`src/verilog/dma_req_pkg.sv`:
```
/*
 * Constants, register layout and carrier types of the external request
 * handshake block of one DMA channel.
 * Assumes a 32-bit AXI4-Lite register bus and one bus clock.
 */
`default_nettype none
package dma_req_pkg;
	// Register byte offsets
	localparam logic [7:0] OFS_CTRL = 8'h00;
	localparam logic [7:0] OFS_COUNT = 8'h04;
	localparam logic [7:0] OFS_OPER = 8'h08;
	localparam logic [7:0] OFS_STAT = 8'h0c;
	localparam logic [31:0] CTRL_RST = 32'h00000000;
	localparam logic [31:0] COUNT_RST = 32'h00000000;
	localparam logic [31:0] OPER_RST = 32'h00000000;
	// channel_control field positions
	localparam int CTL_EN = 0;
	localparam int CTL_BURST = 1;
	localparam int CTL_SINGLE = 2;
	localparam int CTL_EDGE = 3;
	localparam int CTL_ACKWR = 4;
	localparam int CTL_IE = 5;
	localparam int CTL_BLK32 = 6;
	localparam int CTL_TE = 8;
	localparam int CFG_W = 7;
	// dma_operation_ctrl field position
	localparam int OPR_ME = 0;
	// Recognition and earliest start, in bus clock cycles from the sample
	localparam int LVL_RECOG_CYC = 1;
	localparam int EDGE_RECOG_CYC = 2;
	localparam int LVL_START_CYC = 4;
	localparam int EDGE_START_CYC = 5;
	localparam int BLK_START_CYC = 6;
	localparam int DLY_W = 3;
	localparam logic [1:0] RESP_OKAY = 2'h0;
	localparam logic [1:0] RESP_DECERR = 2'h3;
	typedef struct packed {
		logic blk32;
		logic ie;
		logic ack_wr;
		logic edge_det;
		logic single;
		logic burst;
		logic enable;
	} cfg_s;
	typedef enum logic [2:0] {
		ST_IDLE = 3'h0,
		ST_WAIT = 3'h1,
		ST_RD = 3'h3,
		ST_WR = 3'h2
	} state_e;
endpackage : dma_req_pkg
`default_nettype wire

```
`src/verilog/dma_req_handshake.sv`:
```
/*
 * External request handshake of one DMA channel: request sampling, earliest
 * start, acknowledge outputs, staged stop and count end, with an AXI4-Lite
 * register slave.
 * Assumes a bus state controller on aclk that answers bus_cycle_req with
 * one-cycle bus_cycle_start and bus_cycle_end pulses.
 */
// Design decisions made here: register access over AXI4-Lite and the placing of the registers.
//
// Summary of operation
// - Sample request pin every rising bus clock
// - First transfer no sooner than four cycles
// - Edge recognised two cycles, level one
// - Single level: resample after bus cycle start
// - Request ack pulses one cycle per detection
// - Burst edge samples and acknowledges once only
// - Burst edge: start after five, run count
// - Dual level: resample after write start
// - Dual edge: five cycles, resample read end
// - Single edge: five cycles, resample after ack
// - Burst dual level times like cycle steal
// - Single address: data ack every cycle
// - Dual: data ack read or write selectable
// - Block transfer starts no sooner than six
// - Negated level request gets no further ack
// - Stop: refuse new, finish accepted, halt
// - Burst edge stop sampled like requests
// - Count zero bypasses the staged stop
// - Bus cycle length set by bus controller
// - Count zero stops, sets end flag, irq
`timescale 1ns/1ps
`default_nettype none
module dma_req_handshake #(
	parameter int CNT_W = 24
) (
	// Clock and reset
	input wire logic aclk,
	input wire logic aresetn,
	// AXI4-Lite write
	input wire logic [7:0] s_axi_awaddr,
	input wire logic s_axi_awvalid,
	output logic s_axi_awready,
	input wire logic [31:0] s_axi_wdata,
	input wire logic [3:0] s_axi_wstrb,
	input wire logic s_axi_wvalid,
	output logic s_axi_wready,
	output logic [1:0] s_axi_bresp,
	output logic s_axi_bvalid,
	input wire logic s_axi_bready,
	// AXI4-Lite read
	input wire logic [7:0] s_axi_araddr,
	input wire logic s_axi_arvalid,
	output logic s_axi_arready,
	output logic [31:0] s_axi_rdata,
	output logic [1:0] s_axi_rresp,
	output logic s_axi_rvalid,
	input wire logic s_axi_rready,
	// Peripheral pins
	input wire logic xfer_request_n,
	output logic request_ack,
	output logic data_ack,
	output logic transfer_end_irq,
	// Bus state controller
	output logic bus_cycle_req,
	output logic bus_cycle_wr,
	input wire logic bus_cycle_start,
	input wire logic bus_cycle_end
);
	dma_req_pkg::state_e state_q, state_d;
	dma_req_pkg::cfg_s cfg;
	logic [31:0] ctrl_q, oper_q;
	logic [CNT_W-1:0] count_q;
	logic te_q;
	logic req_low, req_fall, req_seen;
	logic samp_q, arm_late, arm_now, detect;
	logic [1:0] pend_q;
	logic burst_run_q, ack_q, data_ack_q, cyc_on_q, breq_q;
	logic stop_req, unit_end, last_unit, continue_burst, go_wait, dly_done;
	logic [dma_req_pkg::DLY_W-1:0] dly_val;
	logic [2:0] since_det_q;

	// AXI write side
	logic aw_q, w_q, bvalid_q;
	logic [7:0] awaddr_q;
	logic [31:0] wdata_q;
	logic [3:0] wstrb_q;
	logic do_write, wr_ctrl, wr_count, wr_oper, wr_hit;
	// AXI read side
	logic rvalid_q;
	logic [31:0] rdata_q, rd_mux;
	logic [1:0] rresp_q, bresp_q;
	logic rd_hit;

	function automatic logic [31:0] merge(input logic [31:0] old, input logic [31:0] nw,
		input logic [3:0] strb);
		logic [31:0] r;
		r = old;
		for (int i = 0; i < 4; i++) begin
			if (strb[i]) begin
				r[i*8 +: 8] = nw[i*8 +: 8];
			end
		end
		return r;
	endfunction : merge

	assign cfg = dma_req_pkg::cfg_s'(ctrl_q[dma_req_pkg::CFG_W-1:0]);

	// Register bus decode
	assign s_axi_awready = ~aw_q & ~bvalid_q;
	assign s_axi_wready = ~w_q & ~bvalid_q;
	assign do_write = aw_q & w_q & ~bvalid_q;
	assign wr_ctrl = do_write & (awaddr_q == dma_req_pkg::OFS_CTRL);
	assign wr_count = do_write & (awaddr_q == dma_req_pkg::OFS_COUNT);
	assign wr_oper = do_write & (awaddr_q == dma_req_pkg::OFS_OPER);
	assign wr_hit = wr_ctrl | wr_count | wr_oper | (awaddr_q == dma_req_pkg::OFS_STAT);
	assign s_axi_bvalid = bvalid_q;
	assign s_axi_bresp = bresp_q;
	assign s_axi_arready = ~rvalid_q;
	assign s_axi_rvalid = rvalid_q;
	assign s_axi_rdata = rdata_q;
	assign s_axi_rresp = rresp_q;

	always_comb begin
		rd_hit = 1'b1;
		if (s_axi_araddr == dma_req_pkg::OFS_CTRL) begin
			rd_mux = ctrl_q;
			rd_mux[dma_req_pkg::CTL_TE] = te_q;
		end else if (s_axi_araddr == dma_req_pkg::OFS_COUNT) begin
			rd_mux = 32'(count_q);
		end else if (s_axi_araddr == dma_req_pkg::OFS_OPER) begin
			rd_mux = oper_q;
		end else if (s_axi_araddr == dma_req_pkg::OFS_STAT) begin
			rd_mux = {24'h000000, burst_run_q, samp_q, pend_q, 1'b0, state_q};
		end else begin
			rd_mux = 32'h00000000;
			rd_hit = 1'b0;
		end
	end

	always_ff @(posedge aclk) begin
		if (!aresetn) begin
			aw_q <= 1'b0;
			w_q <= 1'b0;
			awaddr_q <= 8'h00;
			wdata_q <= 32'h00000000;
			wstrb_q <= 4'h0;
			bvalid_q <= 1'b0;
			bresp_q <= dma_req_pkg::RESP_OKAY;
		end else begin
			if (s_axi_awvalid && s_axi_awready) begin
				aw_q <= 1'b1;
				awaddr_q <= s_axi_awaddr;
			end
			if (s_axi_wvalid && s_axi_wready) begin
				w_q <= 1'b1;
				wdata_q <= s_axi_wdata;
				wstrb_q <= s_axi_wstrb;
			end
			if (do_write) begin
				aw_q <= 1'b0;
				w_q <= 1'b0;
				bvalid_q <= 1'b1;
				bresp_q <= wr_hit ? dma_req_pkg::RESP_OKAY : dma_req_pkg::RESP_DECERR;
			end else if (bvalid_q && s_axi_bready) begin
				bvalid_q <= 1'b0;
			end
		end
	end

	always_ff @(posedge aclk) begin
		if (!aresetn) begin
			rvalid_q <= 1'b0;
			rdata_q <= 32'h00000000;
			rresp_q <= dma_req_pkg::RESP_OKAY;
		end else if (s_axi_arvalid && s_axi_arready) begin
			rvalid_q <= 1'b1;
			rdata_q <= rd_mux;
			rresp_q <= rd_hit ? dma_req_pkg::RESP_OKAY : dma_req_pkg::RESP_DECERR;
		end else if (rvalid_q && s_axi_rready) begin
			rvalid_q <= 1'b0;
		end
	end

	// Control registers; the end flag is cleared by writing one
	always_ff @(posedge aclk) begin
		if (!aresetn) begin
			ctrl_q <= dma_req_pkg::CTRL_RST;
			oper_q <= dma_req_pkg::OPER_RST;
		end else begin
			if (wr_ctrl) begin
				ctrl_q <= merge(ctrl_q, wdata_q, wstrb_q) & 32'(2 ** dma_req_pkg::CFG_W - 1);
			end
			if (wr_oper) begin
				oper_q <= merge(oper_q, wdata_q, wstrb_q) & 32'(1 << dma_req_pkg::OPR_ME);
			end
		end
	end

	// count and end flag, set wins
	always_ff @(posedge aclk) begin
		if (!aresetn) begin
			count_q <= CNT_W'(dma_req_pkg::COUNT_RST);
			te_q <= 1'b0;
		end else begin
			if (unit_end) begin
				count_q <= count_q - CNT_W'(1);
			end else if (wr_count) begin
				count_q <= CNT_W'(merge(32'(count_q), wdata_q, wstrb_q));
			end
			if (unit_end && last_unit) begin
				te_q <= 1'b1;
			end else if (wr_ctrl && wstrb_q[1] && wdata_q[dma_req_pkg::CTL_TE]) begin
				te_q <= 1'b0;
			end
		end
	end
	assign transfer_end_irq = te_q & cfg.ie;

	// pin sampled on every rising bus clock edge
	req_sync u_sync (
		.aclk(aclk),
		.aresetn(aresetn),
		.xfer_request_n(xfer_request_n),
		.req_low(req_low),
		.req_fall(req_fall)
	);

	// disable of channel or master halts acceptance
	assign stop_req = ~cfg.enable | ~oper_q[dma_req_pkg::OPR_ME];
	assign req_seen = cfg.edge_det ? req_fall : req_low;
	// level request negated gets no ack
	assign detect = (samp_q | arm_now) & req_seen & ~stop_req & ~te_q
		& (count_q != CNT_W'(0)) & ~burst_run_q & (pend_q != 2'h3);

	// single level rearm after cycle start
	// dual level rearm after write start
	assign arm_late = (cfg.single & ~cfg.edge_det & (state_q == dma_req_pkg::ST_RD)
		& bus_cycle_start)
		| (~cfg.single & ~cfg.edge_det & (state_q == dma_req_pkg::ST_WR) & bus_cycle_start)
		| (cfg.single & cfg.edge_det & ~cfg.burst & ack_q)
		| ((state_q == dma_req_pkg::ST_IDLE) & (pend_q == 2'h0) & ~burst_run_q);
	// dual edge resamples as read ends
	assign arm_now = ~cfg.single & cfg.edge_det & ~cfg.burst
		& (state_q == dma_req_pkg::ST_RD) & bus_cycle_end;

	// burst edge sampled once, then held
	always_ff @(posedge aclk) begin
		if (!aresetn) begin
			samp_q <= 1'b1;
			burst_run_q <= 1'b0;
			ack_q <= 1'b0;
		end else begin
			if (detect) begin
				samp_q <= 1'b0;
			end else if (arm_late) begin
				samp_q <= 1'b1;
			end
			ack_q <= detect;
			if (unit_end && last_unit) begin
				burst_run_q <= 1'b0;
			end else if (unit_end && stop_req) begin
				burst_run_q <= 1'b0;
			end else if (detect && cfg.burst && cfg.edge_det) begin
				burst_run_q <= 1'b1;
			end
		end
	end
	assign request_ack = ack_q;

	// Accepted requests not yet started
	always_ff @(posedge aclk) begin
		if (!aresetn) begin
			pend_q <= 2'h0;
		end else if (unit_end && last_unit) begin
			pend_q <= 2'h0;
		end else if (detect && !go_wait) begin
			pend_q <= pend_q + 2'h1;
		end else if (go_wait && !detect) begin
			pend_q <= pend_q - 2'h1;
		end
	end

	assign dly_val = cfg.blk32
		? dma_req_pkg::DLY_W'(dma_req_pkg::BLK_START_CYC - dma_req_pkg::LVL_RECOG_CYC - 1)
		: cfg.edge_det
		? dma_req_pkg::DLY_W'(dma_req_pkg::EDGE_START_CYC - dma_req_pkg::EDGE_RECOG_CYC - 1)
		: dma_req_pkg::DLY_W'(dma_req_pkg::LVL_START_CYC - dma_req_pkg::LVL_RECOG_CYC - 1);
	assign go_wait = (state_q == dma_req_pkg::ST_IDLE) & (pend_q != 2'h0);

	start_delay #(.W(dma_req_pkg::DLY_W)) u_delay (
		.aclk(aclk),
		.aresetn(aresetn),
		.load(go_wait),
		.load_val(dly_val),
		.done(dly_done)
	);

	// cycle length owned by bus controller
	assign unit_end = bus_cycle_end & cyc_on_q
		& ((state_q == dma_req_pkg::ST_WR) | (cfg.single & (state_q == dma_req_pkg::ST_RD)));
	assign last_unit = (count_q == CNT_W'(1));
	// burst edge stop checked per unit
	assign continue_burst = burst_run_q & ~last_unit & ~stop_req;

	always_comb begin
		state_d = state_q;
		case (state_q)
			dma_req_pkg::ST_IDLE: begin
				if (go_wait) begin
					state_d = dma_req_pkg::ST_WAIT;
				end
			end
			dma_req_pkg::ST_WAIT: begin
				if (dly_done) begin
					state_d = dma_req_pkg::ST_RD;
				end
			end
			dma_req_pkg::ST_RD: begin
				if (bus_cycle_end && cyc_on_q) begin
					if (!cfg.single) begin
						state_d = dma_req_pkg::ST_WR;
					end else if (continue_burst) begin
						state_d = dma_req_pkg::ST_RD;
					end else begin
						state_d = dma_req_pkg::ST_IDLE;
					end
				end
			end
			dma_req_pkg::ST_WR: begin
				if (unit_end) begin
					state_d = continue_burst ? dma_req_pkg::ST_RD : dma_req_pkg::ST_IDLE;
				end
			end
			default: begin
				state_d = dma_req_pkg::ST_IDLE;
			end
		endcase
	end

	// Bus cycle request and data acknowledge
	always_ff @(posedge aclk) begin
		if (!aresetn) begin
			state_q <= dma_req_pkg::ST_IDLE;
			breq_q <= 1'b0;
			cyc_on_q <= 1'b0;
			data_ack_q <= 1'b0;
			since_det_q <= 3'h0;
		end else begin
			state_q <= state_d;
			if (bus_cycle_start) begin
				breq_q <= 1'b0;
			end else if ((state_d == dma_req_pkg::ST_RD || state_d == dma_req_pkg::ST_WR)
				&& (state_d != state_q || bus_cycle_end)) begin
				breq_q <= 1'b1;
			end
			if (bus_cycle_start) begin
				cyc_on_q <= 1'b1;
			end else if (bus_cycle_end) begin
				cyc_on_q <= 1'b0;
			end
			// dual cycle picked by placement bit
			data_ack_q <= (bus_cycle_start | (cyc_on_q & ~bus_cycle_end))
				& (cfg.single | (state_d == (cfg.ack_wr ? dma_req_pkg::ST_WR
				: dma_req_pkg::ST_RD)));
			if (detect) begin
				since_det_q <= 3'h0;
			end else if (since_det_q != 3'h7) begin
				since_det_q <= since_det_q + 3'h1;
			end
		end
	end
	assign bus_cycle_req = breq_q;
	assign bus_cycle_wr = (state_q == dma_req_pkg::ST_WR);
	assign data_ack = data_ack_q;

	ack_pulse_a: assert property (@(posedge aclk) disable iff (!aresetn)
		request_ack |=> !request_ack) else $error("ack held over one cycle");
	start_gap_a: assert property (@(posedge aclk) disable iff (!aresetn)
		(state_q == dma_req_pkg::ST_WAIT) && (state_d == dma_req_pkg::ST_RD) && !cfg.edge_det
		|-> since_det_q >= 3'h2) else $error("bus cycle too early");
	burst_once_a: assert property (@(posedge aclk) disable iff (!aresetn)
		burst_run_q |=> !request_ack) else $error("burst edge acked again");
	stop_refuse_a: assert property (@(posedge aclk) disable iff (!aresetn)
		stop_req |=> !request_ack) else $error("request taken while stopping");
	data_ack_single_a: assert property (@(posedge aclk) disable iff (!aresetn)
		cfg.single && bus_cycle_start && $stable(cfg) |=> data_ack) else $error("no data ack");
	te_last_a: assert property (@(posedge aclk) disable iff (!aresetn)
		unit_end && last_unit |=> te_q && (count_q == CNT_W'(0))) else $error("end flag missed");
	breq_hold_a: assert property (@(posedge aclk) disable iff (!aresetn)
		bus_cycle_req && !bus_cycle_start |=> bus_cycle_req) else $error("bus request dropped");
	data_ack_dual_a: assert property (@(posedge aclk) disable iff (!aresetn)
		!cfg.single && data_ack && $stable(cfg) |-> $past(state_d) == (cfg.ack_wr
		? dma_req_pkg::ST_WR : dma_req_pkg::ST_RD)) else $error("data ack in wrong cycle");
endmodule : dma_req_handshake
`default_nettype wire

```
`src/verilog/req_sync.sv`:
```
/*
 * Three-stage synchroniser for the active-low request pin with level and
 * falling-edge outputs.
 * Assumes the pin is asynchronous to aclk.
 */
`timescale 1ns/1ps
`default_nettype none
module req_sync (
	// Clock and reset
	input wire logic aclk,
	input wire logic aresetn,
	// Pin side
	input wire logic xfer_request_n,
	// Recognised request
	output logic req_low,
	output logic req_fall
);
	logic s1_q, s2_q, s3_q, stable_q, prev_q, fall_q;
	always_ff @(posedge aclk) begin
		if (!aresetn) begin
			s1_q <= 1'b1;
			s2_q <= 1'b1;
			s3_q <= 1'b1;
			stable_q <= 1'b1;
			prev_q <= 1'b1;
			fall_q <= 1'b0;
		end else begin
			s1_q <= xfer_request_n;
			s2_q <= s1_q;
			s3_q <= s2_q;
			if (s2_q == s3_q) begin
				stable_q <= s3_q;
			end
			// Edge seen one cycle after the level
			prev_q <= stable_q;
			fall_q <= prev_q & ~stable_q;
		end
	end
	assign req_low = ~stable_q;
	assign req_fall = fall_q;
	edge_late_a: assert property (@(posedge aclk) disable iff (!aresetn)
		req_fall |-> !stable_q && !$past(stable_q) && $past(stable_q, 2))
		else $error("edge not one cycle late");
endmodule : req_sync
`default_nettype wire

```
`src/verilog/start_delay.sv`:
```
/*
 * Down counter that holds off the first bus cycle after a recognised request.
 * Assumes load is a one-cycle pulse.
 */
`timescale 1ns/1ps
`default_nettype none
module start_delay #(
	parameter int W = 3
) (
	// Clock and reset
	input wire logic aclk,
	input wire logic aresetn,
	// Control
	input wire logic load,
	input wire logic [W-1:0] load_val,
	// Status
	output logic done
);
	logic [W-1:0] cnt_q;
	logic run_q;
	always_ff @(posedge aclk) begin
		if (!aresetn) begin
			cnt_q <= '0;
			run_q <= 1'b0;
		end else if (load) begin
			cnt_q <= load_val;
			run_q <= 1'b1;
		end else if (run_q) begin
			cnt_q <= cnt_q - W'(1);
			run_q <= (cnt_q > W'(1));
		end
	end
	assign done = run_q & (cnt_q <= W'(1));
endmodule : start_delay
`default_nettype wire
```
`config.mk`:
```
export PLATFORM = sky130hd
export DESIGN_NAME = dma_req_handshake
export DESIGN_NICKNAME = d
export VERILOG_FILES = /design/src/verilog/dma_req_pkg.sv /design/src/verilog/dma_req_handshake.sv /design/src/verilog/req_sync.sv /design/src/verilog/start_delay.sv
export SDC_FILE = /design/constraint.sdc
export NUM_CORES = 1
export LEC_CHECK = 0
export ABC_AREA = 1
export ABC_CLOCK_PERIOD_IN_PS = 5400
export BUFFER_PORTS_ARGS = -buffer_cell sky130_fd_sc_hd__buf_2
export CORE_UTILIZATION = 55
export CTS_CLUSTER_SIZE = 24
export DETAILED_ROUTE_END_ITERATION = 6
export PLACE_DENSITY = 0.86
export SETUP_SLACK_MARGIN = 0.05
export SYNTH_ARGS = -nofsm -noshare
export SYNTH_HDL_FRONTEND = slang
export SYNTH_HIERARCHICAL = 1
export SYNTH_SLANG_ARGS = --single-unit
```
`constraint.sdc`:
```
create_clock -name aclk -period 5.4 [get_ports aclk]
set_input_delay 0.81 -clock aclk [delete_from_list [all_inputs] [get_ports aclk]]
set_output_delay 0.81 -clock aclk [all_outputs]
set_load 0.02 [all_outputs]
```
# After elaboration in Yosys (flattened, before gate mapping)
# Cells that the tools add are included.
# totals
regBits	129
input_bits	62
out_inout_bits	46
# classes
add_sub_neg	4
order_cmp	2
eq_ne	16
muxes	41
n_bitwise	66
reduce_logical	45
# op_table
cell	n
24-bit two-way mux	3
8-bit two-way mux	5
1-bit bitwise AND	39
8-bit by 4-bit == test with 1-bit output, second input constant	4
32-bit two-way mux	1
24-bit by 1-bit == test with 1-bit output, second input constant	1
2-bit nonzero test	12
24-bit nonzero test	1
24-bit by 1-bit subtractor with 24-bit output, second input constant	1
3-bit two-way mux	7
1-bit two-way mux	18
8-bit by 3-bit == test with 1-bit output, second input constant	2
8-bit zero test	2
1-bit inverter	16
1-bit logical AND	15
3-bit by 2-bit == test with 1-bit output, second input constant	4
2-bit two-way mux	6
3-bit case mux with 4 select lines	1
1-bit bitwise OR	11
2-bit AND reduction	5
2-bit OR reduction	3
3-bit by 1-bit == test with 1-bit output, second input constant	1
3-bit by 2-bit == test with 1-bit output	1
3-bit by 1-bit > comparator with 1-bit output, second input constant	1
other kinds (12)	14

# Longest topological paths before layout
# logic_depth
ltp_word	16
mapped_depth	12
ltp_nobuf	12

# Modules after synthesis
# Netlist, hierarchy kept.
# by_module_without_submodules
module	instances	cells_per_inst	area_per_inst_um2	seq_area_each_um2
dma_req_handshake	1	751	5187.5	2182.1
start_delay	1	40	249.0	80.1
req_sync	1	21	181.4	120.1

# Worst setup path after synthesis
# Ideal clock, no wire load.
# synth_path
path_type	reg-to-reg
start	register count_q[0]
end	register pend_q[1]
setup_ps	116
t_arrival_ps	1884
required_time_ps	5284
slack_ps	3400
path_stages_with_launch	13
path_buffers	0
cell_sequence	dfxtp_1 -> inv_1 -> ha_1 -> nand2_1 -> nor2_4 -> nand4_2 -> inv_1 -> a21oi_2 -> ha_1 -> a21oi_1 -> o21ai_0 -> xor2_1 -> nor2_1
# synth_via
elab_chain_cells	7
# synth_lines
element	line	rtl
start: declaration	dma_req_handshake.sv:72	logic [CNT_W-1:0] count_q;
start signal: assignment	dma_req_handshake.sv:202	count_q <= CNT_W'(dma_req_pkg::COUNT_RST);
start signal: assignment	dma_req_handshake.sv:206	count_q <= count_q - CNT_W'(1);
start signal: assignment	dma_req_handshake.sv:208	count_q <= CNT_W'(merge(32'(count_q), wdata_q, wstrb_q));
24-bit nonzero test *	dma_req_handshake.sv:233	& (count_q != CNT_W'(0)) & ~burst_run_q & (pend_q != 2'h3);
1-bit bitwise AND * (3 in series)	dma_req_handshake.sv:233	
net detect	dma_req_handshake.sv:75	logic samp_q, arm_late, arm_now, detect;
1-bit zero test	dma_req_handshake.sv:278	end else if (go_wait && !detect) begin
1-bit logical AND	dma_req_handshake.sv:278	
2-bit nonzero test (no source line)	--	
end signal: assignment	dma_req_handshake.sv:277	pend_q <= pend_q + 2'h1;
end signal: assignment	dma_req_handshake.sv:279	pend_q <= pend_q - 2'h1;
end: declaration	dma_req_handshake.sv:76	logic [1:0] pend_q;
# The timed path passes the listed nets; every way through them passes the cells marked *.
# A chain may end at the register's enable or synchronous reset.

# Worst setup path after layout
# layout_path
start	register state_q[2]
end	register count_q[1]
# layout_via
elab_chain_cells	6
# layout_lines
element	line	rtl
start: declaration	dma_req_handshake.sv:69	dma_req_pkg::state_e state_q, state_d;
start signal: assignment	dma_req_handshake.sv:343	state_q <= dma_req_pkg::ST_IDLE;
start signal: assignment	dma_req_handshake.sv:349	state_q <= state_d;
3-bit by 2-bit == test with 1-bit output	dma_req_handshake.sv:300	& ((state_q == dma_req_pkg::ST_WR) | (cfg.single & (state_q == dma_req_pkg::ST_RD)));
1-bit bitwise AND	dma_req_handshake.sv:300	
1-bit bitwise OR *	dma_req_handshake.sv:300	
1-bit bitwise AND *	dma_req_handshake.sv:300	
2-bit nonzero test (no source line)	--	
2-bit AND reduction (no source line)	--	
# Every way passes the cells marked *; elsewhere a longest branch is shown, timed or not.

==> metrics.yaml <==
status:
  status: "complete, no violations"
clock_tree:
  root_buffer: "clkbuf_8"
  clk_pin_slew_ns: 0.06
  cts_tree: "done"
  insertion_delay_ns: 0.51
  cts_buffers: 17
  clock-sinks: 119
  cts_setup_buffers: 0
  clk_path_buf_depth: 2
  cts_max_level: 4
  ctsResizeCount: 0
  hold_buffers: 0
final_layout:
  final_common_cell: "nand2_1"
  n_antenna_cell: 0
  finalNetCount: 962
  syn_to_final_growth_pct: 17.6
  most-common-layout-cells: "nand2_1, nor2_1, dfxtp_1"
  layout-drive-gt1-share_pct: 16.6
global_routing:
  antenna_found_initial: 0
  grt_pass1_wl_um: 23100
  globalRouteTotalUtil_pct: 28.0
  grt_pass1_vias: 4954
  grt_max_degree: 64
  grt.overflow.total: 0
critical_path:
  worst_setup_path_start_kind: "register"
  r2r_end: "count_q[1]"
  critPathMaxFanout: 34
  end_kind: "register"
  crit_type: "register to register"
  cp_data_arrival_time_ns: 3.00
  cp.required_ns: 5.83
  timing.rr.start: "state_q[2]"
  rrSetupSlack_ns: 2.83
  rr_worst_depth: 9
hold_path:
  holdCritStartpoint: "u_sync/stable_q"
  holdPathStages: 1
  hp-class: "register to register"
  min_to: "u_sync/req_fall"
detailed_routing:
  drc: 0
  totalWireLength_um: 14000
  first_iter_violations: 408
  via_per_inst: 5.40
  vias: 5610
  wl_per_cell_um: 13.4
  firstDrtPassIters: 6
  antenna_left: 0
placement:
  gp_congestion: 0.943
  dp_slack_ns: 2.57
  io_buffers: 90
  hpwl_um: 9530
yosys:
  ys.flop_type: "dfxtp_1"
  synthCells: 812
  synth-edff-count: 0
  synth-seq-cells: 119
  avgSynthCellArea_sq_um: 6.92
  synth_area_sq_um: 5620
  synthDistinctLibCells: 40
  async_reset_ff_share_pct: 0
  yosys_warnings: 6
  yosysSeqAreaShare_pct: 42.4
floorplanning:
  start_util_pct: 57.2
  top_level_ports: 108
  coreArea_sq_um: 9820
  fp.dieH_um: 103
  placementRows: 36
  die_x_um: 103
  die_area_sq_um: 10600
timing:
  max_freq_ghz: 0.389
  tightest_slew_ns: 0.836
  finalCritPeriodShare_pct: 47.6
  layout_min_cycle_time_ns: 2.57
  setup_violations: 0
  fin_ws_ns: 2.83
  skew_ns: 0.00733
  hold_viol_final: 0
  tns_ns: 0
  rsz0062_at_grt: "no"
  maxSlewViolCount: 0
  relSlewSlack_pct: 44.2
pwr:
  worst_ir_drop_vdd_uv: 178
  power_density_nw_per_um2: 321
  p_leak_nw: 2.92
job:
  drv_cap: 0
metrics by stage:
step	util, %	hold WS [ns]	power, mW	instance area [sq um]	std cells
after floorplan	-	0.385	1.09	5650	821
after global placement	62.0	0.391	1.14	6090	1009
after detailed placement	62.0	0.396	1.14	6090	1009
after CTS	67.3	0.404	2.12	6610	1039
after global routing	67.3	0.425	2.20	6610	1039
final	67.3	0.403	2.12	6610	1039
worst max path at each step:
| stage | cells after the start | startpoint | to | slack [ns] |
|---|---|---|---|---|
| finish | 9 | state_q[2] | count_q[1] | 2.83 |
| global route | 8 | state_q[1] | count_q[9] | 2.66 |
| CTS | 8 | state_q[1] | count_q[1] | 2.89 |
| detailed placement | 9 | bus_cycle_end | count_q[1] | 2.57 |
| global placement | 9 | bus_cycle_end | count_q[1] | 2.59 |
| floorplan | 12 | count_q[0] | pend_q[1] | 3.40 |
logic make-up after synthesis:
family	Yosys count	share of synthesized area [%]
simple gates	366	27.6
buf+inv	122	9.13
flops	119	42.4
compound gates	185	17.6
xor+xnor	14	2.18
other cells	1	0.0668
fa+ha+maj	5	1.11
power by group:
| group | switching, mW | total (mW) | internal, mW |
|---|---|---|---|
| clock network | 0.382 | 0.992 | 0.610 |
| registers | 0.0266 | 0.943 | 0.916 |
| logic | 0.121 | 0.185 | 0.0637 |
| total | 0.530 | 2.12 | 1.59 |
per-layer routing:
layer | GRT usage (%) | wire, um | part of all wire [%] | vias to the layer above
met5 | 0 | 0 | 0 | -
met4 | 10.9 | 255 | 1.8 | 0
met3 | 5.56 | 955 | 6.8 | 30
met2 | 44.2 | 6400 | 46 | 254
met1 | 37.8 | 6350 | 45 | 2543
li1 | - | - | - | 2783
sequential cells by signal, summed over array words and instances (netlist names), 2 cells and up:
| name | count |
|---|---|
| u_delay/cnt_q | 3 |
| wstrb_q | 3 |
| awaddr_q | 8 |
| wdata_q | 24 |
| ctrl_q | 7 |
| count_q | 24 |
| pend_q | 2 |
| s_axi_rdata | 24 |
| state_q | 3 |
cell usage after synthesis (6+ instances only):
cell / instances / share of area [%]
a21oi_1: 74 / 6.6
a31oi_1: 8 / 0.89
buf_4: 11 / 1.5
clkbuf_1: 19 / 1.3
dfxtp_1: 119 / 42
inv_1: 77 / 5.1
inv_2: 7 / 0.47
nand2_1: 157 / 10
nand3_1: 30 / 2.7
nand4_1: 6 / 0.67
nor2_1: 136 / 9.1
nor2_2: 7 / 0.78
nor3_1: 11 / 0.98
o21ai_0: 79 / 7.0
o22ai_1: 8 / 0.89
xor2_1: 10 / 1.6
worst max-delay path, cell delays in order, from the launching register on:
cell and delay [ns]:
dfxtp_1 0.33, inv_2 0.11, nand4_1 0.20, a21oi_4 0.67, inv_2 0.45, nand2_2 0.26
inv_2 0.11, a21oi_2 0.12, o21ai_1 0.08, a21oi_1 0.14
final cells by class:
class                   count  area, sq um
clock buffers              20          435
repair buffers             92          465
fillers                   868         3210
multi-input cells         580         2760
flip-flops and latches    119         2380
well taps                 133          166
inverters                  85          319
clock inverters            10         82.6
No activity file was read; power rests on OpenSTA's default activity.
